==> src/inc/xcvr_ctrl_defs.vh <==
// Register offsets, field positions, reset values and timing figures of the transceiver control logic.
// Included by the control module; holds definitions only.
`ifndef XCVR_CTRL_DEFS_VH
`define XCVR_CTRL_DEFS_VH

// Three-wire frame: seven address bits, one direction bit, eight data bits.
`define ADDR_BITS 7
`define FRAME_BITS 16

// Register offsets (seven-bit addresses).
`define OFF_RX_CTRL 7'h00
`define OFF_MODE_CTRL 7'h01
`define OFF_RX_STATUS 7'h02
`define OFF_RX_AMPLITUDE 7'h03
`define OFF_LOSS_THRESHOLD 7'h04
`define OFF_TX_CTRL 7'h05
`define OFF_TX_STATUS 7'h06
`define OFF_BIAS_SETTING 7'h07
`define OFF_BIAS_MAXIMUM 7'h08
`define OFF_BIAS_INCREMENT 7'h09
`define OFF_MOD_SETTING 7'h0A
`define OFF_MOD_MAXIMUM 7'h0B
`define OFF_MOD_INCREMENT 7'h0C
`define OFF_PULSE_WIDTH 7'h0D
`define OFF_TX_DEEMPHASIS 7'h0E

// Receive control fields.
`define RXC_POLARITY 0
`define RXC_OFFSET_LOOP 1
`define RXC_DEEMPHASIS 2
`define RXC_SQUELCH 3
`define RXC_ENABLE 4
`define RXC_LOSS_POLARITY 5
`define RXC_LOSS_ENABLE 6

// Mode control fields.
`define MDC_HIGH_BANDWIDTH 0
`define MDC_SLEW_RATE 1
`define MDC_SPEEDUP 2
`define MDC_CAP_SWITCH 3
`define MDC_FROM_PIN 4

// Transmit control fields.
`define TXC_POLARITY 0
`define TXC_ENABLE 1
`define TXC_DEEMPHASIS 2

// Transmit status fields.
`define TXS_INPUT_PRESENT 0
`define TXS_BIAS_ERROR 1
`define TXS_MOD_ERROR 2
`define TXS_FAULT 3

// Reset values.
`define RST_RX_CTRL 8'h52
`define RST_MODE_CTRL 8'h00
`define RST_RX_AMPLITUDE 8'h80
`define RST_LOSS_THRESHOLD 6'h10
`define RST_TX_CTRL 8'h02
`define RST_PULSE_WIDTH 8'h80
`define RST_TX_DEEMPHASIS 8'h00

// Timing figures.
`define CLK_PERIOD_NS 20
`define MODE_SWITCH_NS 10000
`define RAMP_STEP_NS 1000

`endif

==> src/core/xcvr_ctrl.v <==
// Control and status register bank of an optical transceiver, written over a three-wire serial link.
// Assumes the link pins, detector inputs and the disable pin are asynchronous to clk.
`timescale 1ns/1ns
`default_nettype none
`include "xcvr_ctrl_defs.vh"

module xcvr_ctrl #(
  parameter DAC_WIDTH = 9,
  parameter SWITCH_CYCLES = (`MODE_SWITCH_NS + `CLK_PERIOD_NS - 1) / `CLK_PERIOD_NS,
  parameter RAMP_CYCLES = (`RAMP_STEP_NS + `CLK_PERIOD_NS - 1) / `CLK_PERIOD_NS
) (
  // Clock and reset
  input wire clk,
  input wire resetn,
  // Three-wire serial link
  input wire link_clk,
  input wire link_select,
  input wire link_data_in,
  output wire link_data_out,
  output wire link_data_oe,
  // Pins and detectors
  input wire mode_select_pin,
  input wire tx_disable,
  input wire hard_fault_detect,
  input wire loss_detect,
  input wire tx_activity_detect,
  output wire fault_out,
  output wire fault_oe,
  output wire signal_loss,
  // Receive path controls
  output wire high_bandwidth_mode,
  output wire receive_polarity_bit,
  output wire offset_loop_enable,
  output wire receive_deemphasis_enable,
  output wire rx_output_enable,
  output wire reduced_slew,
  output wire fast_switch_active,
  output wire cap_switch_active,
  output wire [7:0] rx_output_amplitude,
  output wire [5:0] signal_loss_threshold,
  // Transmit path controls
  output wire transmit_polarity_bit,
  output wire [7:0] pulse_width_control,
  output wire transmit_deemphasis_enable,
  output wire [7:0] transmit_deemphasis_setting,
  output wire [DAC_WIDTH-1:0] bias_dac,
  output wire [DAC_WIDTH-1:0] mod_dac
);

  localparam ST_IDLE = 2'h0;
  localparam ST_ADDR = 2'h1;
  localparam ST_WRITE = 2'h2;
  localparam ST_READ = 2'h3;

  // Two-stage synchronisers; the third stage only serves edge detection.
  reg scl_s1_ff, scl_s2_ff, scl_s3_ff;
  reg cs_s1_ff, cs_s2_ff;
  reg sda_s1_ff, sda_s2_ff;
  reg pin_s1_ff, pin_s2_ff;
  reg dis_s1_ff, dis_s2_ff, dis_s3_ff;
  reg hf_s1_ff, hf_s2_ff;
  reg los_s1_ff, los_s2_ff;
  reg act_s1_ff, act_s2_ff;

  always @(posedge clk) begin
    if (!resetn) begin
      scl_s1_ff <= 1'b0;
      scl_s2_ff <= 1'b0;
      scl_s3_ff <= 1'b0;
      cs_s1_ff <= 1'b0;
      cs_s2_ff <= 1'b0;
      sda_s1_ff <= 1'b1;
      sda_s2_ff <= 1'b1;
      pin_s1_ff <= 1'b0;
      pin_s2_ff <= 1'b0;
      dis_s1_ff <= 1'b1;
      dis_s2_ff <= 1'b1;
      dis_s3_ff <= 1'b1;
      hf_s1_ff <= 1'b0;
      hf_s2_ff <= 1'b0;
      los_s1_ff <= 1'b0;
      los_s2_ff <= 1'b0;
      act_s1_ff <= 1'b0;
      act_s2_ff <= 1'b0;
    end else begin
      scl_s1_ff <= link_clk;
      scl_s2_ff <= scl_s1_ff;
      scl_s3_ff <= scl_s2_ff;
      cs_s1_ff <= link_select;
      cs_s2_ff <= cs_s1_ff;
      sda_s1_ff <= link_data_in;
      sda_s2_ff <= sda_s1_ff;
      pin_s1_ff <= mode_select_pin;
      pin_s2_ff <= pin_s1_ff;
      dis_s1_ff <= tx_disable;
      dis_s2_ff <= dis_s1_ff;
      dis_s3_ff <= dis_s2_ff;
      hf_s1_ff <= hard_fault_detect;
      hf_s2_ff <= hf_s1_ff;
      los_s1_ff <= loss_detect;
      los_s2_ff <= los_s1_ff;
      act_s1_ff <= tx_activity_detect;
      act_s2_ff <= act_s1_ff;
    end
  end

  wire scl_rise = scl_s2_ff & ~scl_s3_ff;
  wire scl_fall = ~scl_s2_ff & scl_s3_ff;
  wire dis_rise = dis_s2_ff & ~dis_s3_ff;

  // Serial frame engine.
  reg [1:0] state_ff;
  reg [3:0] bit_cnt_ff;
  reg [7:0] shift_ff;
  reg [6:0] addr_ff;
  reg [7:0] rd_shift_ff;
  reg sda_drive_ff;
  reg wr_strobe_ff;
  reg [7:0] wr_data_ff;

  // Control registers.
  reg [7:0] rx_ctrl_ff;
  reg [7:0] mode_ctrl_ff;
  reg [7:0] amp_ff;
  reg [5:0] los_thr_ff;
  reg [7:0] tx_ctrl_ff;
  reg [7:0] pw_ff;
  reg [7:0] txde_ff;
  reg [8:0] bias_set_ff;
  reg [7:0] bias_max_ff;
  reg [7:0] bias_inc_ff;
  reg [8:0] mod_set_ff;
  reg [7:0] mod_max_ff;
  reg [7:0] mod_inc_ff;
  reg bias_err_ff;
  reg mod_err_ff;
  reg fault_ff;

  wire [7:0] rx_status = {7'h00, los_s2_ff};
  wire [7:0] tx_status = {4'h0, fault_ff, mod_err_ff, bias_err_ff, act_s2_ff};

  reg [7:0] rd_data;
  always @* begin
    case (addr_ff)
      `OFF_RX_CTRL: rd_data = rx_ctrl_ff;
      `OFF_MODE_CTRL: rd_data = mode_ctrl_ff;
      `OFF_RX_STATUS: rd_data = rx_status;
      `OFF_RX_AMPLITUDE: rd_data = amp_ff;
      `OFF_LOSS_THRESHOLD: rd_data = {2'h0, los_thr_ff};
      `OFF_TX_CTRL: rd_data = tx_ctrl_ff;
      `OFF_TX_STATUS: rd_data = tx_status;
      `OFF_BIAS_SETTING: rd_data = bias_set_ff[8:1];
      `OFF_BIAS_MAXIMUM: rd_data = bias_max_ff;
      `OFF_BIAS_INCREMENT: rd_data = bias_inc_ff;
      `OFF_MOD_SETTING: rd_data = mod_set_ff[8:1];
      `OFF_MOD_MAXIMUM: rd_data = mod_max_ff;
      `OFF_MOD_INCREMENT: rd_data = mod_inc_ff;
      `OFF_PULSE_WIDTH: rd_data = pw_ff;
      `OFF_TX_DEEMPHASIS: rd_data = txde_ff;
      default: rd_data = 8'h00;
    endcase
  end

  // Deselecting ends the frame and returns the engine to idle at once.
  always @(posedge clk) begin
    if (!resetn) begin
      state_ff <= ST_IDLE;
      bit_cnt_ff <= 4'h0;
      shift_ff <= 8'h00;
      addr_ff <= 7'h00;
      rd_shift_ff <= 8'h00;
      sda_drive_ff <= 1'b0;
      wr_strobe_ff <= 1'b0;
      wr_data_ff <= 8'h00;
    end else begin
      wr_strobe_ff <= 1'b0;
      if (!cs_s2_ff) begin
        state_ff <= ST_IDLE;
        bit_cnt_ff <= 4'h0;
        sda_drive_ff <= 1'b0;
      end else begin
        case (state_ff)
          ST_IDLE: begin
            state_ff <= ST_ADDR;
            bit_cnt_ff <= 4'h0;
          end
          ST_ADDR: begin
            if (scl_rise) begin
              shift_ff <= {shift_ff[6:0], sda_s2_ff};
              bit_cnt_ff <= bit_cnt_ff + 4'h1;
              if (bit_cnt_ff == 4'h7) begin
                addr_ff <= shift_ff[6:0];
                state_ff <= sda_s2_ff ? ST_READ : ST_WRITE;
              end
            end
          end
          ST_WRITE: begin
            if (scl_rise && bit_cnt_ff != 4'h0) begin
              shift_ff <= {shift_ff[6:0], sda_s2_ff};
              bit_cnt_ff <= bit_cnt_ff + 4'h1;
              if (bit_cnt_ff == 4'hF) begin
                wr_data_ff <= {shift_ff[6:0], sda_s2_ff};
                wr_strobe_ff <= 1'b1;
                bit_cnt_ff <= 4'h0;
              end
            end
          end
          ST_READ: begin
            if (scl_fall && bit_cnt_ff == 4'h8) begin
              rd_shift_ff <= {rd_data[6:0], 1'b0};
              sda_drive_ff <= ~rd_data[7];
              bit_cnt_ff <= 4'h9;
            end else if (scl_fall && bit_cnt_ff > 4'h8) begin
              rd_shift_ff <= {rd_shift_ff[6:0], 1'b0};
              sda_drive_ff <= ~rd_shift_ff[7];
              bit_cnt_ff <= (bit_cnt_ff == 4'hF) ? 4'h0 : bit_cnt_ff + 4'h1;
            end else if (scl_fall && bit_cnt_ff == 4'h0) begin
              sda_drive_ff <= 1'b0;
            end
          end
          default: state_ff <= ST_IDLE;
        endcase
      end
    end
  end

  // The data line is open drain: only a zero is driven.
  assign link_data_out = 1'b0;
  assign link_data_oe = sda_drive_ff;

  // Increment arithmetic on the full nine bits.
  function [9:0] step_sum;
    input [8:0] cur;
    input [4:0] raw;
    reg [4:0] lim;
    begin
      lim = raw;
      if (raw[4] && raw < 5'h18)
        lim = 5'h18;
      else if (!raw[4] && raw > 5'h07)
        lim = 5'h07;
      step_sum = {1'b0, cur} + {{5{lim[4]}}, lim};
    end
  endfunction

  wire wr_bias_inc = wr_strobe_ff && addr_ff == `OFF_BIAS_INCREMENT;
  wire wr_mod_inc = wr_strobe_ff && addr_ff == `OFF_MOD_INCREMENT;
  wire [9:0] bias_sum = step_sum(bias_set_ff, wr_data_ff[4:0]);
  wire [9:0] mod_sum = step_sum(mod_set_ff, wr_data_ff[4:0]);
  // A result below zero wraps into bit 9 and is refused like an overflow.
  wire bias_over = bias_sum[9] || bias_sum[8:1] > bias_max_ff;
  wire mod_over = mod_sum[9] || mod_sum[8:1] > mod_max_ff;
  // Ten bits hold the deemphasis sum with the step's sign, so both end stops are seen.
  wire [9:0] de_sum = {2'b00, txde_ff} + mod_sum - {1'b0, mod_set_ff};

  always @(posedge clk) begin
    if (!resetn) begin
      rx_ctrl_ff <= `RST_RX_CTRL;
      mode_ctrl_ff <= `RST_MODE_CTRL;
      amp_ff <= `RST_RX_AMPLITUDE;
      los_thr_ff <= `RST_LOSS_THRESHOLD;
      tx_ctrl_ff <= `RST_TX_CTRL;
      pw_ff <= `RST_PULSE_WIDTH;
      txde_ff <= `RST_TX_DEEMPHASIS;
      bias_set_ff <= 9'h000;
      bias_max_ff <= 8'h00;
      bias_inc_ff <= 8'h00;
      mod_set_ff <= 9'h000;
      mod_max_ff <= 8'h00;
      mod_inc_ff <= 8'h00;
    end else if (wr_strobe_ff) begin
      case (addr_ff)
        `OFF_RX_CTRL: rx_ctrl_ff <= wr_data_ff;
        `OFF_MODE_CTRL: mode_ctrl_ff <= wr_data_ff;
        `OFF_RX_AMPLITUDE: amp_ff <= wr_data_ff;
        `OFF_LOSS_THRESHOLD: los_thr_ff <= wr_data_ff[5:0];
        `OFF_TX_CTRL: tx_ctrl_ff <= wr_data_ff;
        `OFF_PULSE_WIDTH: pw_ff <= wr_data_ff;
        `OFF_TX_DEEMPHASIS: txde_ff <= wr_data_ff;
        `OFF_BIAS_SETTING: bias_set_ff[8:1] <= wr_data_ff;
        `OFF_BIAS_MAXIMUM: bias_max_ff <= wr_data_ff;
        `OFF_BIAS_INCREMENT: begin
          bias_inc_ff <= wr_data_ff;
          if (!bias_over)
            bias_set_ff <= bias_sum[8:0];
        end
        `OFF_MOD_SETTING: mod_set_ff[8:1] <= wr_data_ff;
        `OFF_MOD_MAXIMUM: mod_max_ff <= wr_data_ff;
        `OFF_MOD_INCREMENT: begin
          mod_inc_ff <= wr_data_ff;
          if (!mod_over) begin
            mod_set_ff <= mod_sum[8:0];
            // Deemphasis tracks the modulation step, held at its end stops.
            if (de_sum[9] || de_sum[8])
              txde_ff <= wr_data_ff[4] ? 8'h00 : 8'hFF;
            else
              txde_ff <= de_sum[7:0];
          end
        end
        default: ;
      endcase
    end
  end

  // Warning flags and fault latch; a set in the clearing cycle wins.
  always @(posedge clk) begin
    if (!resetn) begin
      bias_err_ff <= 1'b0;
      mod_err_ff <= 1'b0;
      fault_ff <= 1'b0;
    end else begin
      bias_err_ff <= (wr_bias_inc & bias_over) | (bias_err_ff & ~dis_rise);
      mod_err_ff <= (wr_mod_inc & mod_over) | (mod_err_ff & ~dis_rise);
      fault_ff <= hf_s2_ff | (fault_ff & ~dis_s2_ff);
    end
  end

  assign fault_out = 1'b0;
  assign fault_oe = ~fault_ff;

  // Receive path.
  wire los_active = rx_ctrl_ff[`RXC_LOSS_ENABLE] & los_s2_ff;
  assign signal_loss = los_active ^ rx_ctrl_ff[`RXC_LOSS_POLARITY];
  assign high_bandwidth_mode = mode_ctrl_ff[`MDC_FROM_PIN] ? pin_s2_ff : mode_ctrl_ff[`MDC_HIGH_BANDWIDTH];
  assign reduced_slew = ~high_bandwidth_mode & ~mode_ctrl_ff[`MDC_SLEW_RATE];
  assign receive_polarity_bit = rx_ctrl_ff[`RXC_POLARITY];
  assign offset_loop_enable = rx_ctrl_ff[`RXC_OFFSET_LOOP];
  assign receive_deemphasis_enable = rx_ctrl_ff[`RXC_DEEMPHASIS];
  assign rx_output_enable = rx_ctrl_ff[`RXC_ENABLE] & ~(rx_ctrl_ff[`RXC_SQUELCH] & los_active);
  assign rx_output_amplitude = amp_ff;
  assign signal_loss_threshold = los_thr_ff;

  // Mode change window; the speedup and capacitor bits pick which assists run.
  reg mode_prev_ff;
  reg [15:0] switch_cnt_ff;
  always @(posedge clk) begin
    if (!resetn) begin
      mode_prev_ff <= 1'b0;
      switch_cnt_ff <= 16'h0000;
    end else begin
      mode_prev_ff <= high_bandwidth_mode;
      if (mode_prev_ff != high_bandwidth_mode)
        switch_cnt_ff <= SWITCH_CYCLES[15:0];
      else if (switch_cnt_ff != 16'h0000)
        switch_cnt_ff <= switch_cnt_ff - 16'h0001;
    end
  end
  assign fast_switch_active = (switch_cnt_ff != 16'h0000) & mode_ctrl_ff[`MDC_SPEEDUP];
  assign cap_switch_active = (switch_cnt_ff != 16'h0000) & mode_ctrl_ff[`MDC_CAP_SWITCH];

  // Transmit path.
  assign transmit_polarity_bit = tx_ctrl_ff[`TXC_POLARITY];
  assign pulse_width_control = pw_ff;
  assign transmit_deemphasis_enable = tx_ctrl_ff[`TXC_DEEMPHASIS];
  assign transmit_deemphasis_setting = tx_ctrl_ff[`TXC_DEEMPHASIS] ? txde_ff : 8'h00;

  // Laser currents step up toward their settings to avoid overshoot; a lower setting is taken whole at the next ramp tick.
  wire laser_on = ~dis_s2_ff & ~fault_ff & tx_ctrl_ff[`TXC_ENABLE];
  reg [15:0] ramp_cnt_ff;
  reg [DAC_WIDTH-1:0] bias_dac_ff;
  reg [DAC_WIDTH-1:0] mod_dac_ff;
  wire ramp_tick = (ramp_cnt_ff == 16'h0000);
  always @(posedge clk) begin
    if (!resetn) begin
      ramp_cnt_ff <= 16'h0000;
      bias_dac_ff <= {DAC_WIDTH{1'b0}};
      mod_dac_ff <= {DAC_WIDTH{1'b0}};
    end else begin
      ramp_cnt_ff <= ramp_tick ? (RAMP_CYCLES[15:0] - 16'h0001) : ramp_cnt_ff - 16'h0001;
      if (!laser_on) begin
        bias_dac_ff <= {DAC_WIDTH{1'b0}};
        mod_dac_ff <= {DAC_WIDTH{1'b0}};
      end else if (ramp_tick) begin
        if (bias_dac_ff < bias_set_ff)
          bias_dac_ff <= bias_dac_ff + 1'b1;
        else
          bias_dac_ff <= bias_set_ff;
        if (mod_dac_ff < mod_set_ff)
          mod_dac_ff <= mod_dac_ff + 1'b1;
        else
          mod_dac_ff <= mod_set_ff;
      end
    end
  end
  assign bias_dac = bias_dac_ff;
  assign mod_dac = mod_dac_ff;

endmodule
`default_nettype wire

==> config.mk <==
export PLATFORM = sky130hd
export DESIGN_NAME = xcvr_ctrl
export DESIGN_NICKNAME = d
export VERILOG_FILES = /design/src/core/xcvr_ctrl.v
export VERILOG_INCLUDE_DIRS = /design/src /design/src/inc
export SDC_FILE = /design/constraint.sdc
export NUM_CORES = 1
export LEC_CHECK = 0
export BUFFER_PORTS_ARGS = -buffer_cell sky130_fd_sc_hd__buf_4
export CORE_ASPECT_RATIO = 0.75
export CORE_MARGIN = 1.5
export CORE_UTILIZATION = 60
export CTS_BUF_LIST = sky130_fd_sc_hd__clkbuf_4 sky130_fd_sc_hd__clkbuf_8
export DETAILED_ROUTE_END_ITERATION = 8
export PLACE_DENSITY = 0.76
export SETUP_SLACK_MARGIN = 0.4
export SYNTH_ARGS = -nofsm -noshare
export SYNTH_HDL_FRONTEND = slang
export SYNTH_SLANG_ARGS = --single-unit
==> constraint.sdc <==
create_clock -name clk -period 6.3 [get_ports clk]
set_clock_uncertainty 0.2 [all_clocks]
set_input_delay 0.315 -clock clk [delete_from_list [all_inputs] [get_ports clk]]
set_output_delay 0.315 -clock clk [all_outputs]
set_load 0.1 [all_outputs]
==> run_results.csv, run 1 <==
group,metric,value,unit
synth,synth_compound_area_share,17.8,%
timing,setup_violations,0,
die,dieArea,20400,um^2
synth,synth_area,11700,um^2
setup_path,crit_fanout,11,
timing,fin_crit_sh,86.3,%
finish,multi_input_area,6940,um^2
timing,hold_viol_final,0,
flow_run,maxCapViolations,0,
place,post-dp-hpwl,23.4,mm
clock_tree,clk_pin_slew,0.06,ns
synth,ys_types,65,
die,core,19300,um^2
route,firstDrtPassIters,6,
synth,yosys_most_used_dff,"dfxtp_1",
grt,grt.total_usage,33.1,%
clock_tree,cts_buffers,35,
timing,rsz0062_at_grt,"no",
clock_tree,cts_tree,"done",
place,place.gp.congestion,0.966,
synth,synth_warnings,0,
finish,seq_area,4270,um^2
timing,relSlewSlack,19.1,%
pwr,powerDensity,259,nW/um^2
die,rows,44,
route,vias_per_cell,6.17,
finish,finalNonFillerCells,1791,
synth,avgSynthCellArea,8.08,um^2
grt,grt_pass1_vias,9954,
grt,grt_max_degree,67,
run_status,status,"completed",
route,wl_per_cell,18.8,um
pwr,leakagePower,5.21,nW
finish,antenna_cells,0,
route,vias,11000,
timing,setup_tns,0,ns
synth,synth-async-reset-ratio,0,%
grt,grt_pass1_wl,52.8,mm
hold_path,hold_path_class,"register to register",
clock_tree,htree_levels,2,
route,drtIter0Drc,1374,
route,wl_met1,14.9,mm
die,die_h,124,um
synth,synth_xor_area_share,3.51,%
place,dp_cells,1722,
timing,fin_crit,5.44,ns
route,top_layer,"met4",
clock_tree,root_buffer,"clkbuf_8",
finish,fillers,1594,
die,io_pins,73,
route,ant_nets,0,
grt,overflow,0,
synth,synth_top_family_by_area,"simple AND/OR/NAND/NOR gates",
timing,tightest_slew,1.20,ns
setup_path,crit_path_start_kind,"register",
finish,layout_commonest_cell,"dfxtp_1",
clock_tree,clk_path_buf_depth,3,
setup_path,worstSetupPathType,"register to register",
setup_path,worst_ep_required_time,6.49,ns
timing,fmax,184,MHz
synth,synth_edf_count,0,
clock_tree,clk_latency,0.54,ns
timing,drv_slew,0,
pwr,worst_ir_drop_vdd,0.314,mV
route,drt-total-wl,33.6,mm
finish,area_growth,13.2,%
setup_path,arrival,5.63,ns
synth,synthMuxAreaShare,6.34,%
die,start_util,60.9,%
synth,synth-seq-area-share,36.3,%
clock_tree,clkSinkCount,213,
die,fp.dieW,165,um
synth,synth_cells,1453,
finish,drive_gt1_share,12.0,%
route,wl_met3,4.09,mm
place,io_buffers,70,
route,post-route-drc-count,0,
route,dr_wl_met2,13.8,mm
finish,nets,1601,
finish,mostFrequentLayoutCells,"dfxtp_1 (212), nand2_1 (182), nor2_1 (160), a21oi_1 (142), buf_4 (88)",
grt,antenna_found_initial,0,
synth,ys_ff_latch,213,
synth,synth_fa_ha_area_share,8.74,%
synth,yosys.area_share.simple,22.4,%
setup_path,end_kind,"register",
==> registers in the layout (all words and copies together) (netlist names), 6 cells and up <==
name / flops
ramp_cnt_ff: 16
switch_cnt_ff: 16
bias_dac: 9
bias_set_ff: 9
mod_dac: 9
mod_set_ff: 9
bias_inc_ff: 8
bias_max_ff: 8
mod_inc_ff: 8
mod_max_ff: 8
mode_ctrl_ff: 8
pulse_width_control: 8
rx_ctrl_ff: 8
rx_output_amplitude: 8
tx_ctrl_ff: 8
txde_ff: 8
wr_data_ff: 8
addr_ff: 7
rd_shift_ff: 7
shift_ff: 7
signal_loss_threshold: 6
==> cell families (layout without fill, tap and decap cells) <==
group | after synthesis | count (layout)
xor gates and xnor gates | 47 | 47
adders and majority gates | 76 | 76
AOI/OAI and AO/OA | 329 | 329
and+or+nand+nor | 566 | 566
muxes | 70 | 70
DFF | 213 | 213
buffers and inverters | 151 | 235
other | 1 | 2
==> layout make-up <==
class	count	share of cell area, %
clock buffers	54	5.03
clock inverters	6	0.461
inverters	78	2.21
multi-input cells	1090	52.2
flip-flops and latches	213	32.1
well taps	253	2.38
repair buffers	97	5.65
==> per-stage QoR <==
stage          total power [W]  area (um^2)  setup slack, ns  utilization (%)  hold slack, ns
6_report               0.00344        13300            0.863             69.0           0.212
5_1_grt                0.00360        13300            0.389             69.0           0.234
4_1_cts                0.00345        13300            0.602             68.9           0.213
3_5_place_dp           0.00216        12500            0.629             64.7           0.196
3_3_place_gp           0.00214        12500            0.761             64.7           0.192
2_1_floorplan          0.00205        11700             1.24                -           0.186
==> timing repair <==
action,CTS,global route
hold buffers,9,0
endpoints found under the hold margin,10,0
setup buffers,0,0
endpoints found under the setup margin,0,8
resized for setup,0,2
==> critical path, cell delays in order, from the launching register on <==
cell and delay [ns]:
dfxtp_1 0.31, buf_4 0.17, inv_1 0.23, nor2_1 0.11
nor2_1 0.17, ha_1 0.26, inv_1 0.10, fa_1 0.42
nor2b_1 0.12, o21ai_0 0.08, nand2b_1 0.12, a31oi_1 0.12
nand2b_1 0.10, xor2_1 0.30, fa_1 0.48, ha_1 0.26
or4_1 0.52, o22a_1 0.21, nor3b_1 0.20, a31oi_1 0.10
mux2i_4 0.34, mux2i_1 0.22, o221ai_1 0.13
==> power breakdown <==
group | switching [W] | internal, W | leakage, nW
clock network | 0.000577 | 0.000717 | 0.388
registers | 0.0000834 | 0.00144 | 1.73
logic | 0.000357 | 0.000261 | 3.09
==> cell usage after synthesis, types with 15 or more instances <==
cell      count  area [um^2]
mux2_2       15          169
a211oi_1     20          150
xnor2_1      28          245
a21oi_1     142          711
nand3_1      65          325
ha_1         66          826
xor2_1       19          166
mux2i_1      53          531
o21ai_0      38          190
nor3_1       34          170
nor2_1      160          601
and2_1       32          200
clkbuf_1     66          248
dfxtp_1     213         4260
nand2b_1     22          138
inv_1        76          285
a22oi_1      31          233
nand2_1     182          683
==> routing by layer <==
layer | vias up | track usage (%)
met4 | 0 | 10.6
met3 | 66 | 9.32
li1 | 5244 | -
met1 | 5147 | 48.1
met5 | - | 1.01
met2 | 587 | 47.0
==> path summary, 6_finish.rpt <==
check	startpoint	end	slack, ns	depth (start not counted)
setup / recovery	wr_data_ff[4]	txde_ff[0]	0.86	22
hold / removal	dis_s1_ff	dis_s2_ff	0.21	1
setup reg to reg	wr_data_ff[4]	txde_ff[0]	0.86	22
hold reg to reg	dis_s1_ff	dis_s2_ff	0.21	1
Note: power is estimated with default switching activity, not from simulation.
==> run 2, diff against run 1 <==
ABC_AREA = 1   (was default)
SLEW_MARGIN = 10   (was default)
==> run_results.csv, run 2 <==
group,metric,value,unit
route,vias_per_cell,5.79,
timing,relSlewSlack,31.4,%
setup_path,worstSetupPathType,"register to register",
synth,yosys_most_used_dff,"dfxtp_1",
finish,layout_commonest_cell,"nand2_1",
synth,yosys.area.top_type,"dfxtp_1",
synth,synth_area,11900,um^2
route,vias,11600,
timing,rsz0062_at_grt,"no",
finish,nets,1812,
clock_tree,post_cts_buffers,0,
die,die_h,125,um
pwr,p_switching,0.00107,W
finish,area_growth,12.9,%
pwr,clkPwrFrac,39.4,%
hold_path,hold_path_depth,3,
synth,synth-async-reset-ratio,0,%
timing,tightest_slew,1.02,ns
die,dieArea,20700,um^2
finish,drive_gt1_share,11.1,%
pwr,power_frac_seq,42.2,%
place,post-place-ws,1.20,ns
pwr,leakagePower,6.22,nW
setup_path,ff2ff_path_depth,21,
grt,overflow,0,
clock_tree,htree_levels,2,
place,dpl_cell_area,12500,um^2
clock_tree,clk_path_buf_depth,3,
timing,fin_crit_sh,84.9,%
route,firstDrtPassIters,6,
flow_run,maxCapViolations,0,
timing,fmax,187,MHz
grt,grt_max_degree,68,
timing,timing.final.ws_setup,0.953,ns
synth,ys_ff_latch,213,
die,core,19400,um^2
timing,whs,0.101,ns
grt,grt.total_usage,34.0,%
finish,seq_area,4260,um^2
synth,synth_cells,1654,
finish,final_area,13400,um^2
clock_tree,clk_latency,0.54,ns
synth,synth_warnings,0,
hold_path,min_from,"resetn",
synth,avgSynthCellArea,7.19,um^2
grt,grt_pass1_vias,10500,
setup_path,crit_fanout,10,
clock_tree,root_buffer,"clkbuf_8",
finish,reg_top3,"ramp_cnt_ff: 16 flops, switch_cnt_ff: 16 flops",
synth,ys_types,52,
setup_path,end_kind,"register",
run_status,status,"completed",
setup_path,ff2ff_setup_slack,0.95,ns
clock_tree,cts_buffers,37,
pwr,powerDensity,263,nW/um^2
clock_tree,cts_tree,"done",
pwr,sw_frac_of_total,30.4,%
route,drt-total-wl,35.1,mm
synth,ys_top_cells_by_count,"nand2_1 (299), inv_1 (231), dfxtp_1 (213)",
grt,antenna_found_initial,0,
finish,fillers,1695,
die,fp.dieW,166,um
pwr,intPower,0.00246,W
hold_path,whs_endpoint,"act_s2_ff",
route,post-route-drc-count,0,
die,rows,44,
synth,synth_edf_count,0,
grt,grt_pass1_wl,55.3,mm
die,io_pins,73,
finish,mostFrequentLayoutCells,"nand2_1 (299), inv_1 (231), dfxtp_1 (213), a21oi_1 (175), o21ai_0 (142)",
synth,synth_area_leaders,"dfxtp_1 (36%), nand2_1 (9.4%), a21oi_1 (7.4%), inv_1 (7.3%), ha_1 (6.9%)",
setup_path,reg2reg_from,"wr_data_ff[0]",
synth,synth_top_area_share,35.8,%
setup_path,crit_path_start_kind,"register",
route,wl_per_cell,17.5,um
setup_path,arrival,5.55,ns
timing,setup_tns,0,ns
pwr,worst_ir_drop_vdd,0.262,mV
place,post-dp-hpwl,25.5,mm
hold_path,hold_path_class,"input pin to register",
die,start_util,61.4,%
clock_tree,cts_resized,0,
route,ant_nets,0,
pwr,pwr-share-comb,18.4,%
setup_path,worst_ep_required_time,6.50,ns
timing,hold_viol_final,0,
clock_tree,clk_pin_slew,0.07,ns
finish,post-route-util,69.3,%
route,drtIter0Drc,1398,
synth,synth-seq-area-share,35.8,%
place,place.gp.congestion,0.959,
timing,drv_slew,0,
synth,yosysMostFrequentCell,"nand2_1",
clock_tree,clkSinkCount,213,
finish,multi_input_area,6440,um^2
timing,fin_crit,5.35,ns
timing,setup_violations,0,
setup_path,reg2reg_to,"txde_ff[4]",
place,io_buffers,70,
-- run 2: final cells by class --
type	instances	share of cell area (%)
multi-input combinational	1144	48.0
clock inverter	7	0.475
sequential	213	31.7
clock buffer	59	5.62
inverter	242	6.76
timing repair buffer	88	5.07
tap	253	2.36
antenna	1	0.0186
-- run 2: how the worst max path moves through the flow --
stage	startpoint	end	slack, ns	cells after the start
finish	wr_data_ff[0]	txde_ff[4]	0.95	21
global route	wr_data_ff[0]	txde_ff[5]	0.72	22
CTS	wr_data_ff[0]	txde_ff[2]	1.12	22
detailed placement	wr_data_ff[0]	txde_ff[2]	1.20	22
global placement	wr_data_ff[0]	txde_ff[4]	1.26	21
floorplan	wr_data_ff[4]	txde_ff[0]	1.92	23
-- run 2: kinds of logic (layout without fill, tap and decap cells) --
group                      after synthesis  after routing  share of synthesized area (%)
adders and majority gates               76             76                           8.62
DFF                                    213            213                           35.8
xor gates and xnor gates                46             46                           3.45
buffers and inverters                  298            396                           10.1
AOI/OAI and AO/OA                      441            441                           21.0
other                                    1              3                         0.0315
and+or+nand+nor                        579            579                           21.0
-- run 2: stage by stage --
step	power, W	std cells
floorplan	0.00205	1655
global placement	0.00214	1932
detailed placement	0.00215	1932
CTS	0.00354	2006
global route	0.00370	2006
finish	0.00353	2007
-- run 2: power groups by stage --
stage                     clock (W)  combinational (W)  sequential (W)
final                       0.00139           0.000650         0.00149
after detailed placement          0           0.000637         0.00152
after CTS                   0.00140           0.000646         0.00149
after global placement            0           0.000625         0.00152
after floorplan                   0           0.000513         0.00154
after global routing        0.00146           0.000737         0.00150
-- run 2: layer usage --
layer  global-route usage, %  routed length, um  part of all wire, %  vias to the layer above
met1                    51.0              16200                   46                     5327
li1                        -                  -                    -                     5652
met4                    8.56                825                  2.3                        0
met3                    8.89               3870                   11                       72
met5                       0                  0                    0                        -
met2                    48.0              14300                   41                      573
-- run 2: critical path, cell delays in order, from the launching register on --
cell and delay, ns:
dfxtp_1 0.58, clkinv_1 0.49, o21ai_0 0.40, ha_1 0.32, inv_1 0.10, fa_1 0.42, o21ai_0 0.29, xor2_1 0.21
inv_1 0.12, fa_1 0.37, ha_1 0.32, inv_1 0.09, o21ai_0 0.12, nand3_1 0.08, and2_1 0.12, nand2_1 0.08
xnor2_2 0.37, nand3_1 0.17, nand2_2 0.15, nand2_1 0.07, nand2_1 0.06, a21oi_1 0.08
-- run 2: what timing repair did --
item | in CTS | in global routing
endpoints found under the setup margin | 0 | 0
endpoints found under the hold margin | 8 | 0
hold buffers | 8 | 0
